File: src/design/ldc_pkg.sv
// Constants, field layout, timing and types for the line driver control registers.
// Assumes a single 25 MHz system clock and an active-low asynchronous reset.
// Contract
// - With limit enabled, the two-bit field selects 50, 100, 200 or 250 mA.
// - Limit-disable at one removes current limiting from both drivers.
// - Blanking field selects 128 us, 500 us, 1 ms or 5 ms.
// - A fault is not signalled before it lasts the selected blanking time.
// - Retry field selects off-time 50, 100, 200 or 500 ms.
// - With auto-retry on, a fault switches drivers off for the off-time, then back on.
// - With auto-retry off, a faulted driver stays off until die temperature drops.
// - Receiver-disable at one puts received-data output at high impedance.
// - Two bits enable weak pull-down and weak pull-up on the line driver.
// - Tracking at one makes the aux driver follow the line driver's source.
// - Without push-pull, NPN-select picks NPN at one, PNP at zero.
// - Push-pull bit selects push-pull at one, open-drain at zero.
// - Output bit one drives high, PNP on, or NPN off depending on mode.
// - Output bit zero with enable low or disable set gives high impedance.
// - Output bit zero, enable high, disable clear: line is inverse of transmit data.
// - Line disable forces high impedance and resets to one.
// - Per-driver fault flag is set while a qualified fault is present, clears after.
`default_nettype none

package ldc_pkg;

  localparam int unsigned CLK_HZ = 25_000_000;
  localparam int unsigned CLK_PER_US = CLK_HZ / 1_000_000;
  localparam int unsigned CLK_PER_MS = CLK_HZ / 1_000;

  localparam int unsigned BLANK_0_US = 128;
  localparam int unsigned BLANK_1_US = 500;
  localparam int unsigned BLANK_2_US = 1000;
  localparam int unsigned BLANK_3_US = 5000;
  localparam int unsigned RETRY_0_MS = 50;
  localparam int unsigned RETRY_1_MS = 100;
  localparam int unsigned RETRY_2_MS = 200;
  localparam int unsigned RETRY_3_MS = 500;

  localparam int CNT_W = 24;
  localparam logic [CNT_W-1:0] BLANK_0_CYC = CNT_W'(BLANK_0_US * CLK_PER_US);
  localparam logic [CNT_W-1:0] BLANK_1_CYC = CNT_W'(BLANK_1_US * CLK_PER_US);
  localparam logic [CNT_W-1:0] BLANK_2_CYC = CNT_W'(BLANK_2_US * CLK_PER_US);
  localparam logic [CNT_W-1:0] BLANK_3_CYC = CNT_W'(BLANK_3_US * CLK_PER_US);
  localparam logic [CNT_W-1:0] RETRY_0_CYC = CNT_W'(RETRY_0_MS * CLK_PER_MS);
  localparam logic [CNT_W-1:0] RETRY_1_CYC = CNT_W'(RETRY_1_MS * CLK_PER_MS);
  localparam logic [CNT_W-1:0] RETRY_2_CYC = CNT_W'(RETRY_2_MS * CLK_PER_MS);
  localparam logic [CNT_W-1:0] RETRY_3_CYC = CNT_W'(RETRY_3_MS * CLK_PER_MS);
  localparam logic [CNT_W-1:0] CNT_ZERO = 24'h00_0000;
  localparam logic [CNT_W-1:0] CNT_ONE = 24'h00_0001;

  // Register indexes; the byte address is four times the index.
  localparam logic [3:0] IDX_LIMIT_CFG = 4'h3;
  localparam logic [3:0] IDX_LINE_CFG = 4'h4;
  localparam logic [3:0] IDX_AUX_CFG = 4'h5;
  localparam logic [3:0] IDX_FAULT_STATUS = 4'h6;
  localparam logic [3:0] IDX_IRQ_STATUS = 4'h7;
  localparam logic [3:0] IDX_IRQ_MASK = 4'h8;

  localparam logic [7:0] LIMIT_CFG_RESET = 8'h00;
  localparam logic [7:0] LINE_CFG_RESET = 8'h01;
  localparam logic [7:0] AUX_CFG_RESET = 8'h01;
  localparam logic [7:0] AUX_CFG_WMASK = 8'h7f;

  // Current limit configuration fields.
  localparam int LIM_SEL_LO = 6;
  localparam int LIM_DIS = 5;
  localparam int BLK_SEL_LO = 3;
  localparam int RTY_SEL_LO = 1;
  localparam int RETRY_EN = 0;

  // Line and aux driver configuration fields.
  localparam int RX_DIS = 7;
  localparam int WPD = 6;
  localparam int WPU = 5;
  localparam int TRACK = 4;
  localparam int NPN_SEL = 3;
  localparam int PUSH_PULL = 2;
  localparam int OUT_BIT = 1;
  localparam int DRV_DIS = 0;

  // Interrupt status and mask bits.
  localparam int IRQ_LINE_FAULT = 0;
  localparam int IRQ_AUX_FAULT = 1;
  localparam int IRQ_W = 2;

  localparam logic [7:0] LIMIT_50_MA = 8'h32;
  localparam logic [7:0] LIMIT_100_MA = 8'h64;
  localparam logic [7:0] LIMIT_200_MA = 8'hc8;
  localparam logic [7:0] LIMIT_250_MA = 8'hfa;

  typedef enum logic [1:0] {
    FT_IDLE = 2'b00,
    FT_BLANK = 2'b01,
    FT_OFF_TIMED = 2'b10,
    FT_OFF_HOT = 2'b11
  } fault_state_t;

  function automatic logic [7:0] limit_ma(input logic [1:0] code);
    case (code)
      2'b00: limit_ma = LIMIT_50_MA;
      2'b01: limit_ma = LIMIT_100_MA;
      2'b10: limit_ma = LIMIT_200_MA;
      default: limit_ma = LIMIT_250_MA;
    endcase
  endfunction : limit_ma

endpackage : ldc_pkg

`default_nettype wire

File: src/design/drive_logic.sv
// Combinational switch decode for one high-voltage output driver.
// Assumes the enclosing module registers the switch commands.
`default_nettype none

module drive_logic
  import ldc_pkg::*;
(
  input wire logic enable_i,
  input wire logic disable_i,
  input wire logic out_bit_i,
  input wire logic push_pull_i,
  input wire logic npn_i,
  input wire logic tx_en_i,
  input wire logic tx_data_i,
  output logic high_on_o,
  output logic low_on_o
);

  logic active;
  logic level;

  always_comb begin
    // Disable and a fault shutdown override every other source.
    active = enable_i && !disable_i && (out_bit_i || tx_en_i);
    level = out_bit_i || !tx_data_i;
    high_on_o = 1'b0;
    low_on_o = 1'b0;
    if (active) begin
      if (push_pull_i) begin
        high_on_o = level;
        low_on_o = !level;
      end else if (npn_i) begin
        low_on_o = !level;
      end else begin
        high_on_o = level;
      end
    end
  end

endmodule : drive_logic

`default_nettype wire

File: src/design/fault_timer.sv
// Blanking and shutdown sequencing for one driver after an overcurrent or thermal fault.
// Assumes fault and temperature inputs are synchronous to clk_i.
`default_nettype none

module fault_timer
  import ldc_pkg::*;
#(
  parameter logic [CNT_W-1:0] BLANK_CYC_0 = BLANK_0_CYC,
  parameter logic [CNT_W-1:0] BLANK_CYC_1 = BLANK_1_CYC,
  parameter logic [CNT_W-1:0] BLANK_CYC_2 = BLANK_2_CYC,
  parameter logic [CNT_W-1:0] BLANK_CYC_3 = BLANK_3_CYC,
  parameter logic [CNT_W-1:0] RETRY_CYC_0 = RETRY_0_CYC,
  parameter logic [CNT_W-1:0] RETRY_CYC_1 = RETRY_1_CYC,
  parameter logic [CNT_W-1:0] RETRY_CYC_2 = RETRY_2_CYC,
  parameter logic [CNT_W-1:0] RETRY_CYC_3 = RETRY_3_CYC
) (
  input wire logic clk_i,
  input wire logic rst_b_i,
  input wire logic fault_cond_i,
  input wire logic temp_above_hyst_i,
  input wire logic auto_retry_i,
  input wire logic [1:0] blank_sel_i,
  input wire logic [1:0] retry_sel_i,
  output logic driver_on_o,
  output logic fault_flag_o,
  output logic fault_event_o
);

  typedef struct packed {
    fault_state_t state;
    logic [CNT_W-1:0] count;
    logic flag;
    logic event_pulse;
  } timer_state_t;

  timer_state_t st;
  timer_state_t next_st;
  logic [CNT_W-1:0] blank_load;
  logic [CNT_W-1:0] retry_load;
  logic expired;

  function automatic logic [CNT_W-1:0] pick(input logic [1:0] sel, input logic [CNT_W-1:0] c0,
      input logic [CNT_W-1:0] c1, input logic [CNT_W-1:0] c2, input logic [CNT_W-1:0] c3);
    case (sel)
      2'b00: pick = c0 - CNT_ONE;
      2'b01: pick = c1 - CNT_ONE;
      2'b10: pick = c2 - CNT_ONE;
      default: pick = c3 - CNT_ONE;
    endcase
  endfunction : pick

  assign blank_load = pick(blank_sel_i, BLANK_CYC_0, BLANK_CYC_1, BLANK_CYC_2, BLANK_CYC_3);
  assign retry_load = pick(retry_sel_i, RETRY_CYC_0, RETRY_CYC_1, RETRY_CYC_2, RETRY_CYC_3);
  assign expired = (st.state == FT_BLANK) && (st.count == CNT_ZERO) && fault_cond_i;

  always_comb begin
    next_st = st;
    next_st.flag = fault_cond_i && (st.flag || expired);
    next_st.event_pulse = next_st.flag && !st.flag;
    if (st.count != CNT_ZERO) begin
      next_st.count = st.count - CNT_ONE;
    end
    case (st.state)
      FT_IDLE: begin
        if (fault_cond_i) begin
          next_st.state = FT_BLANK;
          next_st.count = blank_load;
        end
      end
      FT_BLANK: begin
        if (!fault_cond_i) begin
          next_st.state = FT_IDLE;
        end else if (expired) begin
          if (auto_retry_i) begin
            next_st.state = FT_OFF_TIMED;
            next_st.count = retry_load;
          end else begin
            next_st.state = FT_OFF_HOT;
          end
        end
      end
      FT_OFF_TIMED: begin
        if (st.count == CNT_ZERO) begin
          next_st.state = FT_IDLE;
        end
      end
      FT_OFF_HOT: begin
        if (!temp_above_hyst_i) begin
          next_st.state = FT_IDLE;
        end
      end
      default: next_st.state = FT_IDLE;
    endcase
  end

  always_ff @(posedge clk_i or negedge rst_b_i) begin
    if (!rst_b_i) begin
      st <= '{state: FT_IDLE, count: CNT_ZERO, flag: 1'b0, event_pulse: 1'b0};
    end else begin
      st <= next_st;
    end
  end

  assign driver_on_o = (st.state == FT_IDLE) || (st.state == FT_BLANK);
  assign fault_flag_o = st.flag;
  assign fault_event_o = st.event_pulse;
endmodule : fault_timer

`default_nettype wire

File: src/design/line_driver_control_regs.sv
// Register bank and output control for the line driver and the auxiliary driver.
// Assumes an Avalon-MM master on the clock domain of CLK_I and synchronous pin inputs.
//
// Register access over Avalon-MM was decided locally.
`default_nettype none

module line_driver_control_regs
  import ldc_pkg::*;
#(
  parameter logic [CNT_W-1:0] BLANK_CYC_0 = BLANK_0_CYC,
  parameter logic [CNT_W-1:0] BLANK_CYC_1 = BLANK_1_CYC,
  parameter logic [CNT_W-1:0] BLANK_CYC_2 = BLANK_2_CYC,
  parameter logic [CNT_W-1:0] BLANK_CYC_3 = BLANK_3_CYC,
  parameter logic [CNT_W-1:0] RETRY_CYC_0 = RETRY_0_CYC,
  parameter logic [CNT_W-1:0] RETRY_CYC_1 = RETRY_1_CYC,
  parameter logic [CNT_W-1:0] RETRY_CYC_2 = RETRY_2_CYC,
  parameter logic [CNT_W-1:0] RETRY_CYC_3 = RETRY_3_CYC
) (
  input wire logic CLK_I,
  input wire logic RST_B_I,
  input wire logic [5:0] AVS_ADDRESS_I,
  input wire logic AVS_READ_I,
  input wire logic AVS_WRITE_I,
  input wire logic [31:0] AVS_WRITEDATA_I,
  input wire logic [3:0] AVS_BYTEENABLE_I,
  output logic [31:0] AVS_READDATA_O,
  output logic AVS_WAITREQUEST_O,
  input wire logic TX_DATA_I,
  input wire logic TRANSMIT_ENABLE_IN_I,
  input wire logic AUX_LEVEL_I,
  input wire logic LINE_RX_LEVEL_I,
  input wire logic LINE_OVERCURRENT_I,
  input wire logic LINE_OVERTEMP_I,
  input wire logic AUX_OVERCURRENT_I,
  input wire logic AUX_OVERTEMP_I,
  input wire logic TEMP_ABOVE_HYST_I,
  output logic LIMIT_ENABLE_O,
  output logic [7:0] LIMIT_MA_O,
  output logic LINE_HIGH_ON_O,
  output logic LINE_LOW_ON_O,
  output logic LINE_PULLUP_O,
  output logic LINE_PULLDOWN_O,
  output logic RX_O,
  output logic RX_OE_O,
  output logic AUX_HIGH_ON_O,
  output logic AUX_LOW_ON_O,
  output logic AUX_PULLUP_O,
  output logic AUX_PULLDOWN_O,
  output logic LINE_FAULT_FLAG_O,
  output logic AUX_FAULT_FLAG_O,
  output logic IRQ_O
);

  typedef struct packed {
    logic [7:0] limit_cfg;
    logic [7:0] line_cfg;
    logic [7:0] aux_cfg;
    logic [IRQ_W-1:0] irq_status;
    logic [IRQ_W-1:0] irq_mask;
    logic ack;
    logic [7:0] rdata;
    logic limit_en;
    logic [7:0] limit_ma;
    logic line_hi;
    logic line_lo;
    logic aux_hi;
    logic aux_lo;
    logic rx;
    logic rx_oe;
  } regs_state_t;

  regs_state_t st;
  regs_state_t next_st;

  logic [3:0] idx;
  logic req;
  logic wr_fire;
  logic line_on;
  logic aux_on;
  logic line_flag;
  logic aux_flag;
  logic line_evt;
  logic aux_evt;
  logic line_hi_c;
  logic line_lo_c;
  logic aux_hi_c;
  logic aux_lo_c;
  logic aux_out_bit;
  logic aux_tx_en;
  logic aux_tx_data;
  logic [7:0] fault_status;
  logic [IRQ_W-1:0] irq_set;

  assign idx = AVS_ADDRESS_I[5:2];
  assign req = AVS_READ_I || AVS_WRITE_I;
  assign wr_fire = AVS_WRITE_I && st.ack && AVS_BYTEENABLE_I[0];
  assign fault_status = {6'h00, aux_flag, line_flag};
  assign irq_set = {aux_evt, line_evt};

  fault_timer #(
    .BLANK_CYC_0(BLANK_CYC_0), .BLANK_CYC_1(BLANK_CYC_1), .BLANK_CYC_2(BLANK_CYC_2), .BLANK_CYC_3(BLANK_CYC_3),
    .RETRY_CYC_0(RETRY_CYC_0), .RETRY_CYC_1(RETRY_CYC_1), .RETRY_CYC_2(RETRY_CYC_2), .RETRY_CYC_3(RETRY_CYC_3)
  ) u_line_timer (
    .clk_i(CLK_I),
    .rst_b_i(RST_B_I),
    .fault_cond_i(LINE_OVERCURRENT_I || LINE_OVERTEMP_I),
    .temp_above_hyst_i(TEMP_ABOVE_HYST_I),
    .auto_retry_i(st.limit_cfg[RETRY_EN]),
    .blank_sel_i(st.limit_cfg[BLK_SEL_LO+:2]),
    .retry_sel_i(st.limit_cfg[RTY_SEL_LO+:2]),
    .driver_on_o(line_on),
    .fault_flag_o(line_flag),
    .fault_event_o(line_evt)
  );

  fault_timer #(
    .BLANK_CYC_0(BLANK_CYC_0), .BLANK_CYC_1(BLANK_CYC_1), .BLANK_CYC_2(BLANK_CYC_2), .BLANK_CYC_3(BLANK_CYC_3),
    .RETRY_CYC_0(RETRY_CYC_0), .RETRY_CYC_1(RETRY_CYC_1), .RETRY_CYC_2(RETRY_CYC_2), .RETRY_CYC_3(RETRY_CYC_3)
  ) u_aux_timer (
    .clk_i(CLK_I),
    .rst_b_i(RST_B_I),
    .fault_cond_i(AUX_OVERCURRENT_I || AUX_OVERTEMP_I),
    .temp_above_hyst_i(TEMP_ABOVE_HYST_I),
    .auto_retry_i(st.limit_cfg[RETRY_EN]),
    .blank_sel_i(st.limit_cfg[BLK_SEL_LO+:2]),
    .retry_sel_i(st.limit_cfg[RTY_SEL_LO+:2]),
    .driver_on_o(aux_on),
    .fault_flag_o(aux_flag),
    .fault_event_o(aux_evt)
  );

  // With tracking on, the aux driver takes the line driver's source and enable.
  always_comb begin
    if (st.line_cfg[TRACK]) begin
      aux_out_bit = st.line_cfg[OUT_BIT];
      aux_tx_en = TRANSMIT_ENABLE_IN_I;
      aux_tx_data = TX_DATA_I;
    end else begin
      aux_out_bit = st.aux_cfg[OUT_BIT];
      aux_tx_en = 1'b1;
      aux_tx_data = AUX_LEVEL_I;
    end
  end

  drive_logic u_line_drive (
    .enable_i(line_on),
    .disable_i(st.line_cfg[DRV_DIS]),
    .out_bit_i(st.line_cfg[OUT_BIT]),
    .push_pull_i(st.line_cfg[PUSH_PULL]),
    .npn_i(st.line_cfg[NPN_SEL]),
    .tx_en_i(TRANSMIT_ENABLE_IN_I),
    .tx_data_i(TX_DATA_I),
    .high_on_o(line_hi_c),
    .low_on_o(line_lo_c)
  );

  drive_logic u_aux_drive (
    .enable_i(aux_on),
    .disable_i(st.aux_cfg[DRV_DIS]),
    .out_bit_i(aux_out_bit),
    .push_pull_i(st.aux_cfg[PUSH_PULL]),
    .npn_i(st.aux_cfg[NPN_SEL]),
    .tx_en_i(aux_tx_en),
    .tx_data_i(aux_tx_data),
    .high_on_o(aux_hi_c),
    .low_on_o(aux_lo_c)
  );

  always_comb begin
    next_st = st;
    // Every request is answered one cycle after it is first seen.
    next_st.ack = req && !st.ack;
    if (AVS_READ_I && !st.ack) begin
      case (idx)
        IDX_LIMIT_CFG: next_st.rdata = st.limit_cfg;
        IDX_LINE_CFG: next_st.rdata = st.line_cfg;
        IDX_AUX_CFG: next_st.rdata = st.aux_cfg;
        IDX_FAULT_STATUS: next_st.rdata = fault_status;
        IDX_IRQ_STATUS: next_st.rdata = {6'h00, st.irq_status};
        IDX_IRQ_MASK: next_st.rdata = {6'h00, st.irq_mask};
        default: next_st.rdata = 8'h00;
      endcase
    end
    next_st.irq_status = st.irq_status | irq_set;
    if (wr_fire) begin
      case (idx)
        IDX_LIMIT_CFG: next_st.limit_cfg = AVS_WRITEDATA_I[7:0];
        IDX_LINE_CFG: next_st.line_cfg = AVS_WRITEDATA_I[7:0];
        IDX_AUX_CFG: next_st.aux_cfg = AVS_WRITEDATA_I[7:0] & AUX_CFG_WMASK;
        // A fault event in the clearing cycle keeps its bit set.
        IDX_IRQ_STATUS: next_st.irq_status = (st.irq_status & ~AVS_WRITEDATA_I[IRQ_W-1:0]) | irq_set;
        IDX_IRQ_MASK: next_st.irq_mask = AVS_WRITEDATA_I[IRQ_W-1:0];
        default: next_st.irq_mask = st.irq_mask;
      endcase
    end
    next_st.limit_en = !st.limit_cfg[LIM_DIS];
    next_st.limit_ma = limit_ma(st.limit_cfg[LIM_SEL_LO+:2]);
    next_st.line_hi = line_hi_c;
    next_st.line_lo = line_lo_c;
    next_st.aux_hi = aux_hi_c;
    next_st.aux_lo = aux_lo_c;
    next_st.rx_oe = !st.line_cfg[RX_DIS];
    next_st.rx = LINE_RX_LEVEL_I && !st.line_cfg[RX_DIS];
  end

  always_ff @(posedge CLK_I or negedge RST_B_I) begin
    if (!RST_B_I) begin
      st <= '{limit_cfg: LIMIT_CFG_RESET, line_cfg: LINE_CFG_RESET, aux_cfg: AUX_CFG_RESET,
              irq_status: '0, irq_mask: '0, ack: 1'b0, rdata: 8'h00, limit_en: 1'b1, limit_ma: LIMIT_50_MA,
              line_hi: 1'b0, line_lo: 1'b0, aux_hi: 1'b0, aux_lo: 1'b0, rx: 1'b0, rx_oe: 1'b1};
    end else begin
      st <= next_st;
    end
  end

  assign AVS_WAITREQUEST_O = req && !st.ack;
  assign AVS_READDATA_O = {24'h00_0000, st.rdata};
  assign LIMIT_ENABLE_O = st.limit_en;
  assign LIMIT_MA_O = st.limit_ma;
  assign LINE_HIGH_ON_O = st.line_hi;
  assign LINE_LOW_ON_O = st.line_lo;
  assign LINE_PULLUP_O = st.line_cfg[WPU];
  assign LINE_PULLDOWN_O = st.line_cfg[WPD];
  assign RX_O = st.rx;
  assign RX_OE_O = st.rx_oe;
  assign AUX_HIGH_ON_O = st.aux_hi;
  assign AUX_LOW_ON_O = st.aux_lo;
  assign AUX_PULLUP_O = st.aux_cfg[WPU];
  assign AUX_PULLDOWN_O = st.aux_cfg[WPD];
  assign LINE_FAULT_FLAG_O = line_flag;
  assign AUX_FAULT_FLAG_O = aux_flag;
  assign IRQ_O = |(st.irq_status & st.irq_mask);
endmodule : line_driver_control_regs

`default_nettype wire

File: config.mk
export PLATFORM = sky130hd
export DESIGN_NAME = line_driver_control_regs
export DESIGN_NICKNAME = d
export VERILOG_FILES = /design/src/design/ldc_pkg.sv /design/src/design/drive_logic.sv /design/src/design/fault_timer.sv /design/src/design/line_driver_control_regs.sv
export SDC_FILE = /design/constraint.sdc
export NUM_CORES = 1
export LEC_CHECK = 0
export BUFFER_PORTS_ARGS = -buffer_cell sky130_fd_sc_hd__buf_2
export CAP_MARGIN = 5
export CELL_PAD_IN_SITES_DETAIL_PLACEMENT = 1
export CELL_PAD_IN_SITES_GLOBAL_PLACEMENT = 2
export CORE_AREA = 10 10 243 129
export DETAILED_ROUTE_END_ITERATION = 8
export DIE_AREA = 0 0 253 139
export PLACE_DENSITY = 0.68
export REMOVE_ABC_BUFFERS = 1
export SLEW_MARGIN = 20
export SYNTH_ARGS = -nofsm -noshare
export SYNTH_HDL_FRONTEND = slang
export SYNTH_SLANG_ARGS = --single-unit
File: constraint.sdc
create_clock -name CLK_I -period 3.4 [get_ports CLK_I]
set_clock_uncertainty 0.1 [all_clocks]
set_input_delay 0.34 -clock CLK_I [delete_from_list [all_inputs] [get_ports CLK_I]]
set_output_delay 0.34 -clock CLK_I [all_outputs]
set_load 0.02 [all_outputs]
# Yosys cells after proc, flatten, opt, wreduce, memory -nomap -nowiden
# Index checks and enable logic that the tools add are counted.
classes:
  bitwise_logic: 5
  reduce_logical: 55
  n_addsub: 2
  mux: 42
  n_eq_ne: 26
op_table:
  columns: ["cell", "n"]
  rows:
  - ["24-bit 2-to-1 mux", 6]
  - ["26-bit 2-to-1 mux", 4]
  - ["24-bit case mux with 2 select lines", 2]
  - ["24-bit case mux with 3 select lines", 1]
  - ["17-bit case mux with 3 select lines", 1]
  - ["24-bit logical NOT", 2]
  - ["8-bit case mux with 6 select lines", 1]
  - ["24-bit nonzero test", 2]
  - ["24-bit by 1-bit subtractor with 24-bit output (second input constant)", 2]
  - ["8-bit case mux with 3 select lines", 1]
  - ["1-bit logical AND", 17]
  - ["4-bit by 3-bit == test with 1-bit output (second input constant)", 4]
  - ["1-bit 2-to-1 mux", 16]
  - ["2-bit case mux with 4 select lines", 2]
  - ["2-bit == test (second input constant)", 7]
  - ["2-bit 2-to-1 mux", 7]
  - ["1-bit logical NOT", 11]
  - ["1-bit logical OR", 11]
  - ["2-bit by 1-bit == test with 1-bit output (second input constant)", 5]
  - ["2-bit logical NOT", 5]
  - ["2-bit by 1-bit inequality test with 1-bit output (second input constant)", 4]
  - ["2-bit AND reduction", 4]
  - ["4-bit AND reduction", 2]
  - ["3-bit inequality test (second input constant)", 2]
  - ["other kinds (8)", 11]
totals:
  inputBits: 55
  output_inout_bits: 55
  ff_bits: 107
  word_cells: 153

# Depth between registers and ports, before layout
# Gate-level depths: netlist of the first run.
depth:
  depth_word: 7
  ltp_mapped: 9
  depth_no_buf: 8

# By module
# Synthesis of the first run repeated with hierarchy kept, for this count alone.
unflattened:
  hier_cells: 744
  hier_area_um2: 7045.5
modules_own_cells:
  columns: ["module", "cells_per_inst", "instances", "area_each_um2", "seq_area_each_um2"]
  rows:
  - ["line_driver_control_regs", 212, 1, 2414.8, 1208.7]
  - ["fault_timer at u_line_timer", 273, 1, 2364.8, 700.7]
  - ["fault_timer at u_aux_timer", 245, 1, 2148.3, 700.7]
  - ["drive_logic", 7, 2, 58.8, 0.0]

# Least setup slack after synthesis of the first run
# Ideal clock, no wire load.
synth_path:
  path_kind: "register to register"
  startpoint: "reg u_line_timer.st[17] (netlist name)"
  endpoint: "reg u_line_timer.st[12] (netlist name)"
  setup_time_ps: 132
  path_buffers: 2
  period_less_slack_ps: 2555
  t_arrival_ps: 2324
  t_required_ps: 3168
  stages_incl_launch_ff: 9
  path_slack_ps: 845
  path_cell_list: "dfrtp_1 > or4_1 > buf_2 > or4_4 > nor2_4 > and3_4 > buf_6 > a31oi_1 > o2bb2ai_1"
synth_lines:
  columns: ["element", "line_no", "rtl"]
  rows:
  - ["start: declaration", "fault_timer.sv:36", "timer_state_t st;"]
  - ["start signal: assignment", "fault_timer.sv:98", "st <= '{state: FT_IDLE, count: CNT_ZERO, flag: 1'b0, event_pulse: 1'b0};"]
  - ["start signal: assignment", "fault_timer.sv:100", "st <= next_st;"]

==> impl_metrics.yaml, run 1 <==
cts:
  cts_num_sinks: 104
  tritoncts: "yes"
  cts-root-to-sink-buffers: 2
  holdBufCountCts: 1
  cts_inserted_buffers: 9
  worstSkewPairLatency_ns: 0.38
  clkTransAtPathRegs_ns: 0.09
  clock_tree.htree_level_count: 3
  ctsRootBufferMaster: "clkbuf_16"
  cts_setup_buffers: 0
  cts_resized: 0
grt:
  grt_pass1_wl_mm: 34.40
  vias_in_the_first_global_route: 5290
  antenna_found_initial: 0
  grt_overflow: 0
  global_route.usage.total: 0.1268
  largest_net_degree_at_the_start_of_global_routing: 54
synth:
  synthesis.instances: 669
  postSynth.topFlopCell: "dfrtp_1"
  ys_seq_elements: 104
  postSynthAreaPerCell_um2: 9.248
  yosys_warns: 0
  synthArstFlopShare: 1.000
  synth.yosys.seq_area_share: 0.4218
  netlist-cell-type-count: 64
  synth_area_um2: 6187
  edff_count_synth: 0
min_path:
  hold_sp: "LINE_RX_LEVEL_I"
  min-delay-path-class: "input port to flop"
power_and_ir_drop:
  leakagePower_nw: 2.945
  powerDensity_nw_per_um2: 462.3
  vdd_ir_drop_max_mv: 0.2596
timing:
  totalNegativeSetupSlack_ns: 0
  max_slew.worst_pin.slew_ns: 0.8647
  final.hold.worst_slack_ns: 0.07694
  setup_repair_after_global_routing_missed_its_margin: "false"
  period_share: 0.8610
  final_max_slew_viol_count: 0
  hold_viol_final: 0
  final.min_clock_period_ns: 2.927
  achievable-frequency_mhz: 341.6
  setup_viol_count_final: 0
  slew-limit-headroom: 0.4236
worst_setup_path:
  critical_path.max_fanout: 6
  timing.critical_path.buf_inv: 1
  timing.critical_path.slowest_cell_delay_ns: 0.67
  startpoint_type_of_the_worst_setup_path: "flop"
  crit_path_start: "u_line_timer.st[17]$_DFF_PN0_"
  reg2reg_from: "u_line_timer.st[17]$_DFF_PN0_"
  required_ns: 3.58
  crit_path_top_delay_cell: "or4_1"
  worst-endpoint-arrival_ns: 3.11
  setup.worst_path.class: "flop to flop"
  cp_cell_sequence: "or4_1 -> or4_4 -> nor2_2 -> nand4_1 -> buf_4 -> o22ai_1"
  worst_path_dominant_cell_family: "simple AND/OR/NAND/NOR gates"
  crit_path_end_kind: "flop"
cells_and_area:
  ff_latch_area_um2: 2610
  mostFrequentLayoutCell: "dfrtp_1"
  finalNetCount: 786
  multiInputGateArea_um2: 3176
  num_antenna_cells: 0
  final.fill_count: 3196
  area.growth.synth_to_final_pct: 13.97
  layout.cells.most_common_list: "dfrtp_1 (98), nor2_1 (67), nand2_1 (55), buf_2 (54), nor3_1 (31)"
  layout.core_utilization: 0.2590
  final-instance-count-excl-fill: 1076
  post_route_cells_drive_above_1_share: 0.1885
routing:
  postRouteAntennaNets: 0
  dr_total_vias: 5174
  drc: 0
  drt_iter0_drc: 403
  post_drt_via_cell_ratio: 4.809
  route.final.wire_length_mm: 21.86
  avgRoutedWirePerCell_um: 20.31
  detailedRoute.firstPassIterationCount: 4
die:
  fp.dieH_um: 139
  start_util: 0.2273
  core-area_um2: 27220
  die_area_um2: 35170
  io_pins: 110
  floorplan.rows: 43
  die_w_um: 253
outcome:
  outcome: "finished, final reports clean"
job:
  max_cap_viol_count: 0
place:
  placed_cells_incl_taps: 1059
  gpl.final_weighted_congestion: 0.8105
  detailedPlacementHpwl_mm: 16.80
  port-buffer-count: 55
power by group:
group | switching (mW) | leakage, nW | total, mW | internal (mW)
logic | 0.436 | 1.51 | 0.663 | 0.228
clock network | 0.588 | 0.152 | 1.12 | 0.534
registers | 0.121 | 1.28 | 1.48 | 1.35
total | 1.14 | 2.94 | 3.26 | 2.12
state kept, by name, indices dropped and copies added (netlist names), 5 cells and up:
name and cells:
LIMIT_MA_O 5, u_aux_timer.st 26, u_line_timer.st 26, AVS_READDATA_O 8, st 24
cell usage after synthesis, drive strengths merged (2+ instances only):
cell    count  area share
o31ai       3      0.0036
a32oi       4      0.0057
or3         9      0.0091
nand3      19       0.016
nand4       7      0.0071
nor2       69       0.043
a22o        2      0.0028
o32ai       2      0.0028
clkbuf     19       0.012
a21o        2      0.0024
inv        20       0.012
nor4       14       0.017
dfrtp      98        0.40
xor2       17       0.024
xnor2      24       0.034
a21oi      26       0.023
o21a        2      0.0024
and2        3      0.0030
mux2       25       0.046
nand2b      8      0.0081
or4        11       0.014
mux2i       5      0.0081
nor3b       4      0.0057
nor3       32       0.027
o22a        3      0.0042
o22ai      25       0.025
o21bai      3      0.0036
nor2b      10       0.010
and3        5      0.0059
a31oi       8      0.0081
a22oi      12       0.015
buf        46       0.055
o21ai      30       0.025
ha         20       0.040
nand2      55       0.033
or2         8      0.0081
o211ai      2      0.0024
dfstp       6       0.025
logic make-up (layout without fill, tap and decap cells):
group	count (synthesis)	after routing	synth area share
AND/OR/NAND/NOR	258	258	0.2129
AO/OA/AOI/OAI	129	129	0.1331
flip-flops	104	104	0.4218
buffers and inverters	86	109	0.07947
XOR/XNOR	41	41	0.05804
multiplexers	30	30	0.05359
adder cells (fa/ha/maj)	20	20	0.04044
other	1	25	0.0006061
layer usage:
layer / share of wire / vias up / global-route usage
met5: 0 / - / 0
met4: 0.0036 / 0 / 0.01702
li1: - / 2392 / -
met1: 0.56 / 2648 / 0.2070
met3: 0.071 / 7 / 0.04434
met2: 0.36 / 127 / 0.1489
path summary, 6_finish.rpt:
kind | end | depth (start not counted) | slack [ns]
setup / recovery | u_line_timer.st[20]$_DFF_PN0_ | 6 | 0.47
hold / removal | RX_O$_DFF_PN0_ | 2 | 0.08
setup reg to reg | u_line_timer.st[20]$_DFF_PN0_ | 6 | 0.47
hold reg to reg | LIMIT_ENABLE_O$_DFF_PN1_ | 1 | 0.33
max in group asynchronous | st[36]$_DFFE_PN1P_ | 3 | 1.93
min in group asynchronous | u_aux_timer.st[20]$_DFF_PN0_ | 2 | 0.45
cell type report:
type,count,share of cell area
Inverter,21,0.01118
Clock buffer,9,0.03194
Timing Repair Buffer,72,0.05962
Tap cell,360,0.06388
Multi-Input combinational cell,503,0.4503
Sequential cell,104,0.3701
Clock inverter,7,0.01295
stage by stage:
step	total power, mW	setup slack [ns]	instance area (um2)
floorplan	1.862	0.7873	5864
global placement	2.137	0.5975	6725
detailed placement	2.149	0.5481	6725
CTS	3.292	0.5241	7052
global route	3.445	0.3779	7052
finish	3.260	0.4727	7052
(Power assumes the default switching activity.)
==> inputs of run 2 (changes only) <==
- CTS_CLUSTER_SIZE: unset -> 14
- RECOVER_POWER: unset -> 25
==> impl_metrics.yaml, run 2 (synthesis results as in run 1) <==
cells_and_area:
  area.growth.synth_to_final_pct: 13.93
  mostFrequentLayoutCell: "dfrtp_1"
  largestRegisters: "u_aux_timer.st (26), u_line_timer.st (26), st (24)"
  layout.cells.most_common_list: "dfrtp_1 (98), nor2_1 (67), nand2_1 (55), buf_2 (54), nor3_1 (31)"
  final-instance-count-excl-fill: 1076
  num_antenna_cells: 0
  finalNetCount: 786
  post-route-cell-area_um2: 7049
  post_route_cells_drive_above_1_share: 0.1885
  final.fill_count: 3197
grt:
  global_route.usage.total: 0.1268
  largest_net_degree_at_the_start_of_global_routing: 54
  antenna_found_initial: 0
  vias_in_the_first_global_route: 5290
  grt_pass1_wl_mm: 34.40
  grt_overflow: 0
die:
  fp.dieH_um: 139
  io_pins: 110
  die_w_um: 253
  start_util: 0.2273
  die_area_um2: 35170
  floorplan.rows: 43
  core-area_um2: 27220
power_and_ir_drop:
  leakagePower_nw: 2.944
  power_report.internal_total_mw: 2.115
  combinationalPowerShare: 0.203
  vdd_ir_drop_max_mv: 0.2595
  share_seq_of_total_power: 0.453
  switching_power_mw: 1.145
  clkPwrFrac: 0.344
  sw_frac_of_total: 0.3512
  power.total_mw: 3.260
  powerDensity_nw_per_um2: 462.5
routing:
  post_drt_via_cell_ratio: 4.826
  route.final.wire_length_mm: 21.82
  postRouteAntennaNets: 0
  drt_iter0_drc: 436
  drc: 0
  avgRoutedWirePerCell_um: 20.28
  dr_total_vias: 5193
  detailedRoute.firstPassIterationCount: 5
worst_setup_path:
  crit_path_end_kind: "flop"
  setup.reg_to_reg.worst_slack_ns: 0.48
  required_ns: 3.58
  timing.critical_path.to: "u_line_timer.st[20]$_DFF_PN0_"
  register_to_register_path_depth: 6
  worst-endpoint-arrival_ns: 3.10
  startpoint_type_of_the_worst_setup_path: "flop"
  reg2reg_from: "u_line_timer.st[17]$_DFF_PN0_"
  critical_path.max_fanout: 6
  setup.worst_path.class: "flop to flop"
  crit_path_start: "u_line_timer.st[17]$_DFF_PN0_"
  worstReg2RegEnd: "u_line_timer.st[20]$_DFF_PN0_"
cts:
  cts_setup_buffers: 0
  clock_tree.htree_level_count: 3
  clkTransAtPathRegs_ns: 0.09
  ctsRootBufferMaster: "clkbuf_16"
  worstSkewPairLatency_ns: 0.38
  cts-root-to-sink-buffers: 2
  cts_inserted_buffers: 9
  cts_num_sinks: 104
  tritoncts: "yes"
place:
  placed_cells_incl_taps: 1059
  port-buffer-count: 55
  post_dp_cell_area_um2: 6725
  gpl.final_weighted_congestion: 0.8105
  detailedPlacementHpwl_mm: 16.80
timing:
  final.min_clock_period_ns: 2.918
  final_max_slew_viol_count: 0
  setup_viol_count_final: 0
  hold_viol_final: 0
  max_slew.worst_pin.slew_ns: 1.496
  totalNegativeSetupSlack_ns: 0
  setup_repair_after_global_routing_missed_its_margin: "false"
  achievable-frequency_mhz: 342.7
  period_share: 0.8582
  slew-limit-headroom: 0.002518
min_path:
  min-delay-path-class: "input port to flop"
job:
  max_cap_viol_count: 0
outcome:
  outcome: "finished, final reports clean"
## run 2: changes by cell type in the layout (fill, tap and decap cells not counted), sizes merged
cell and delta:
clkbuf +1, buf -1
## run 2: routing by layer
| layer | global-route usage | wire [um] | share of wire |
|---|---|---|---|
| met1 | 0.2070 | 12320 | 0.56 |
| met2 | 0.1489 | 7900 | 0.36 |
| met3 | 0.04434 | 1515 | 0.069 |
| met4 | 0.01702 | 79 | 0.0036 |
| met5 | 0 | 0 | 0 |
## run 2: worst min-delay path by stage
stage,slack [ns],endpoint,start,depth (start not counted)
2_1_floorplan,-0.06,AUX_HIGH_ON_O$_DFF_PN0_,RST_B_I,0
3_5_place_dp,0.31,LIMIT_ENABLE_O$_DFF_PN1_,st[49]$_DFFE_PN0P_,1
4_1_cts,0.06,RX_O$_DFF_PN0_,LINE_RX_LEVEL_I,2
6_report,0.08,RX_O$_DFF_PN0_,LINE_RX_LEVEL_I,2
5_1_grt,0.06,RX_O$_DFF_PN0_,LINE_RX_LEVEL_I,2
3_3_place_gp,0.30,LIMIT_ENABLE_O$_DFF_PN1_,st[49]$_DFFE_PN0P_,1
## run 2: timing repair
| action | CTS | global route |
|---|---|---|
| resized for setup | 0 | 0 |
| endpoints found under the setup margin | 0 | 0 |
| hold buffers | 1 | 0 |
| endpoints found under the hold margin | 50 | 0 |
## run 2: layout make-up
| type | instances | area, um2 | share of cell area |
|---|---|---|---|
| repair buffers | 72 | 417.9 | 0.05928 |
| inverters | 21 | 78.83 | 0.01118 |
| multi-input cells | 503 | 3176 | 0.4505 |
| flip-flops and latches | 104 | 2610 | 0.3703 |
| clock buffers | 9 | 225.2 | 0.03195 |
| clock inverters | 7 | 91.34 | 0.01296 |
| well taps | 360 | 450.4 | 0.06390 |
## run 2: worst max-delay path: stages (launching register included)
cell and delay [ns]:
dfrtp_1 0.45, or4_1 0.67, or4_4 0.61, nor2_2 0.18, nand4_1 0.33, buf_4 0.31
o22ai_1 0.16
## run 2: through the flow
step	setup slack, ns	util	hold WS, ns
6_report	0.4822	0.2589	0.07629
5_1_grt	0.3779	0.2589	0.06213
4_1_cts	0.5241	0.2590	0.06442
3_5_place_dp	0.5481	0.2470	0.3102
3_3_place_gp	0.5975	0.2470	0.3045
2_1_floorplan	0.7873	-	-0.05559
## run 2: power groups by stage
| stage | Sequential (mW) | Combinational (mW) | Clock, mW |
|---|---|---|---|
| after floorplan | 1.50 | 0.361 | 0 |
| after global placement | 1.49 | 0.644 | 0 |
| after detailed placement | 1.50 | 0.653 | 0 |
| after CTS | 1.47 | 0.657 | 1.16 |
| after global routing | 1.50 | 0.735 | 1.22 |
| final | 1.48 | 0.663 | 1.12 |
==> inputs of run 3 (changes only) <==
- PLACE_DENSITY: 0.68 -> 0.67
==> impl_metrics.yaml, run 3 (synthesis results as in run 1) <==
outcome:
  outcome: "finished, final reports clean"
die:
  floorplan.rows: 43
  die_w_um: 253
  start_util: 0.2273
  fp.dieH_um: 139
  core-area_um2: 27220
  die_area_um2: 35170
  io_pins: 110
routing:
  dr_total_vias: 5189
  route.final.wire_length_mm: 21.64
  avgRoutedWirePerCell_um: 20.01
  detailedRoute.firstPassIterationCount: 5
  drt_iter0_drc: 461
  drc: 0
  post_drt_via_cell_ratio: 4.800
  postRouteAntennaNets: 0
timing:
  period_share: 0.8474
  worst_slack_ns: 0.5189
  setup_viol_count_final: 0
  final_max_slew_viol_count: 0
  final.min_clock_period_ns: 2.881
  achievable-frequency_mhz: 347.1
  max_slew.worst_pin.slew_ns: 1.280
  hold_viol_final: 0
  totalNegativeSetupSlack_ns: 0
  slew-limit-headroom: 0.1470
  setup_repair_after_global_routing_missed_its_margin: "false"
  final.hold.worst_slack_ns: 0.08461
cts:
  clkTransAtPathRegs_ns: 0.09
  tritoncts: "yes"
  cts_num_sinks: 104
  ctsRootBufferMaster: "clkbuf_16"
  clock_tree.htree_level_count: 3
  worstSkewPairLatency_ns: 0.37
  cts_resized: 0
  cts-root-to-sink-buffers: 2
  cts_inserted_buffers: 9
min_path:
  min-delay-path-class: "input port to flop"
  worstHoldPathCells: 2
  hold_sp: "LINE_RX_LEVEL_I"
  capture_endpoint_of_the_worst_hold_path: "RX_O$_DFF_PN0_"
place:
  port-buffer-count: 55
  placed_cells_incl_taps: 1064
  detailedPlacementHpwl_mm: 16.87
  gpl.final_weighted_congestion: 0.8079
  post_placement_setup_slack_ns: 0.5626
job:
  max_cap_viol_count: 0
worst_setup_path:
  setup.worst_path.class: "flop to flop"
  setup.reg_to_reg.worst_slack_ns: 0.52
  required_ns: 3.55
  reg2reg_from: "u_line_timer.st[17]$_DFF_PN0_"
  critical_path.max_fanout: 8
  worstReg2RegEnd: "u_line_timer.st[24]$_DFF_PN0_"
  worst-endpoint-arrival_ns: 3.03
  crit_path_end_kind: "flop"
  startpoint_type_of_the_worst_setup_path: "flop"
  register_to_register_path_depth: 6
power_and_ir_drop:
  leakagePower_nw: 2.954
  vdd_ir_drop_max_mv: 0.2557
  powerDensity_nw_per_um2: 465.7
grt:
  largest_net_degree_at_the_start_of_global_routing: 64
  vias_in_the_first_global_route: 5220
  grt_overflow: 0
  grt_pass1_wl_mm: 33.69
  global_route.usage.total: 0.1241
  antenna_found_initial: 0
cells_and_area:
  layout.core_utilization: 0.2601
  final-instance-count-excl-fill: 1081
  finalNetCount: 791
  mostFrequentLayoutCell: "dfrtp_1"
  post_route_cells_drive_above_1_share: 0.1872
  final.fill_count: 3211
  layout.cells.most_common_list: "dfrtp_1 (98), nor2_1 (67), nand2_1 (55), buf_2 (49), nor3_1 (31)"
  largestRegisters: "u_aux_timer.st (26), u_line_timer.st (26), st (24)"
  area.growth.synth_to_final_pct: 14.44
  num_antenna_cells: 0
==> run 3: worst max path at each step <==
stage / start / to / cells past startpoint
3_5_place_dp: u_line_timer.st[17]$_DFF_PN0_ / u_line_timer.st[21]$_DFF_PN0_ / 6
2_1_floorplan: u_line_timer.st[17]$_DFF_PN0_ / u_line_timer.st[24]$_DFF_PN0_ / 6
5_1_grt: u_line_timer.st[17]$_DFF_PN0_ / u_line_timer.st[15]$_DFF_PN0_ / 6
6_report: u_line_timer.st[17]$_DFF_PN0_ / u_line_timer.st[24]$_DFF_PN0_ / 6
3_3_place_gp: u_line_timer.st[17]$_DFF_PN0_ / u_line_timer.st[21]$_DFF_PN0_ / 6
4_1_cts: u_line_timer.st[17]$_DFF_PN0_ / u_line_timer.st[15]$_DFF_PN0_ / 6
==> run 3: worst max-delay path, stage by stage, from the launching register on <==
cell and delay, ns:
dfrtp_1 0.44, or4_1 0.67, or4_4 0.61, nor2_4 0.17, nand3_2 0.20, a21oi_4 0.42, o22ai_1 0.15
==> run 3: final cells by class <==
| class | instances | area (um2) | share of cell area |
|---|---|---|---|
| Multi-Input combinational cell | 503 | 3176 | 0.4485 |
| Tap cell | 360 | 450.4 | 0.06362 |
| Clock inverter | 7 | 91.34 | 0.01290 |
| Sequential cell | 104 | 2610 | 0.3686 |
| Inverter | 21 | 78.83 | 0.01113 |
| Timing Repair Buffer | 77 | 449.2 | 0.06344 |
| Clock buffer | 9 | 225.2 | 0.03181 |
==> run 3: layer usage <==
metal  up-vias  track usage  wire, um
met4         0      0.02364       194
met3        21      0.03068      1208
met1      2642       0.2095     12570
li1       2411            -         -
met2       115       0.1435      7665
met5         -            0         0
==> run 3: power breakdown <==
part	internal (mW)	switching (mW)	total, mW
clock	0.547	0.612	1.16
combinational	0.230	0.436	0.666
sequential	1.35	0.117	1.47
total	2.13	1.17	3.30
==> run 3: through the flow <==
stage / power [mW] / instance area [um2]
final: 3.297 / 7081
after global routing: 3.457 / 7081
after CTS: 3.322 / 7089
after detailed placement: 2.152 / 6763
after global placement: 2.143 / 6763
after floorplan: 1.862 / 5864
==> run 3: what timing repair did <==
item	4_1_cts	5_1_grt
buffers inserted	0	0
hold buffers	1	0
hold endpoints to repair	41	0
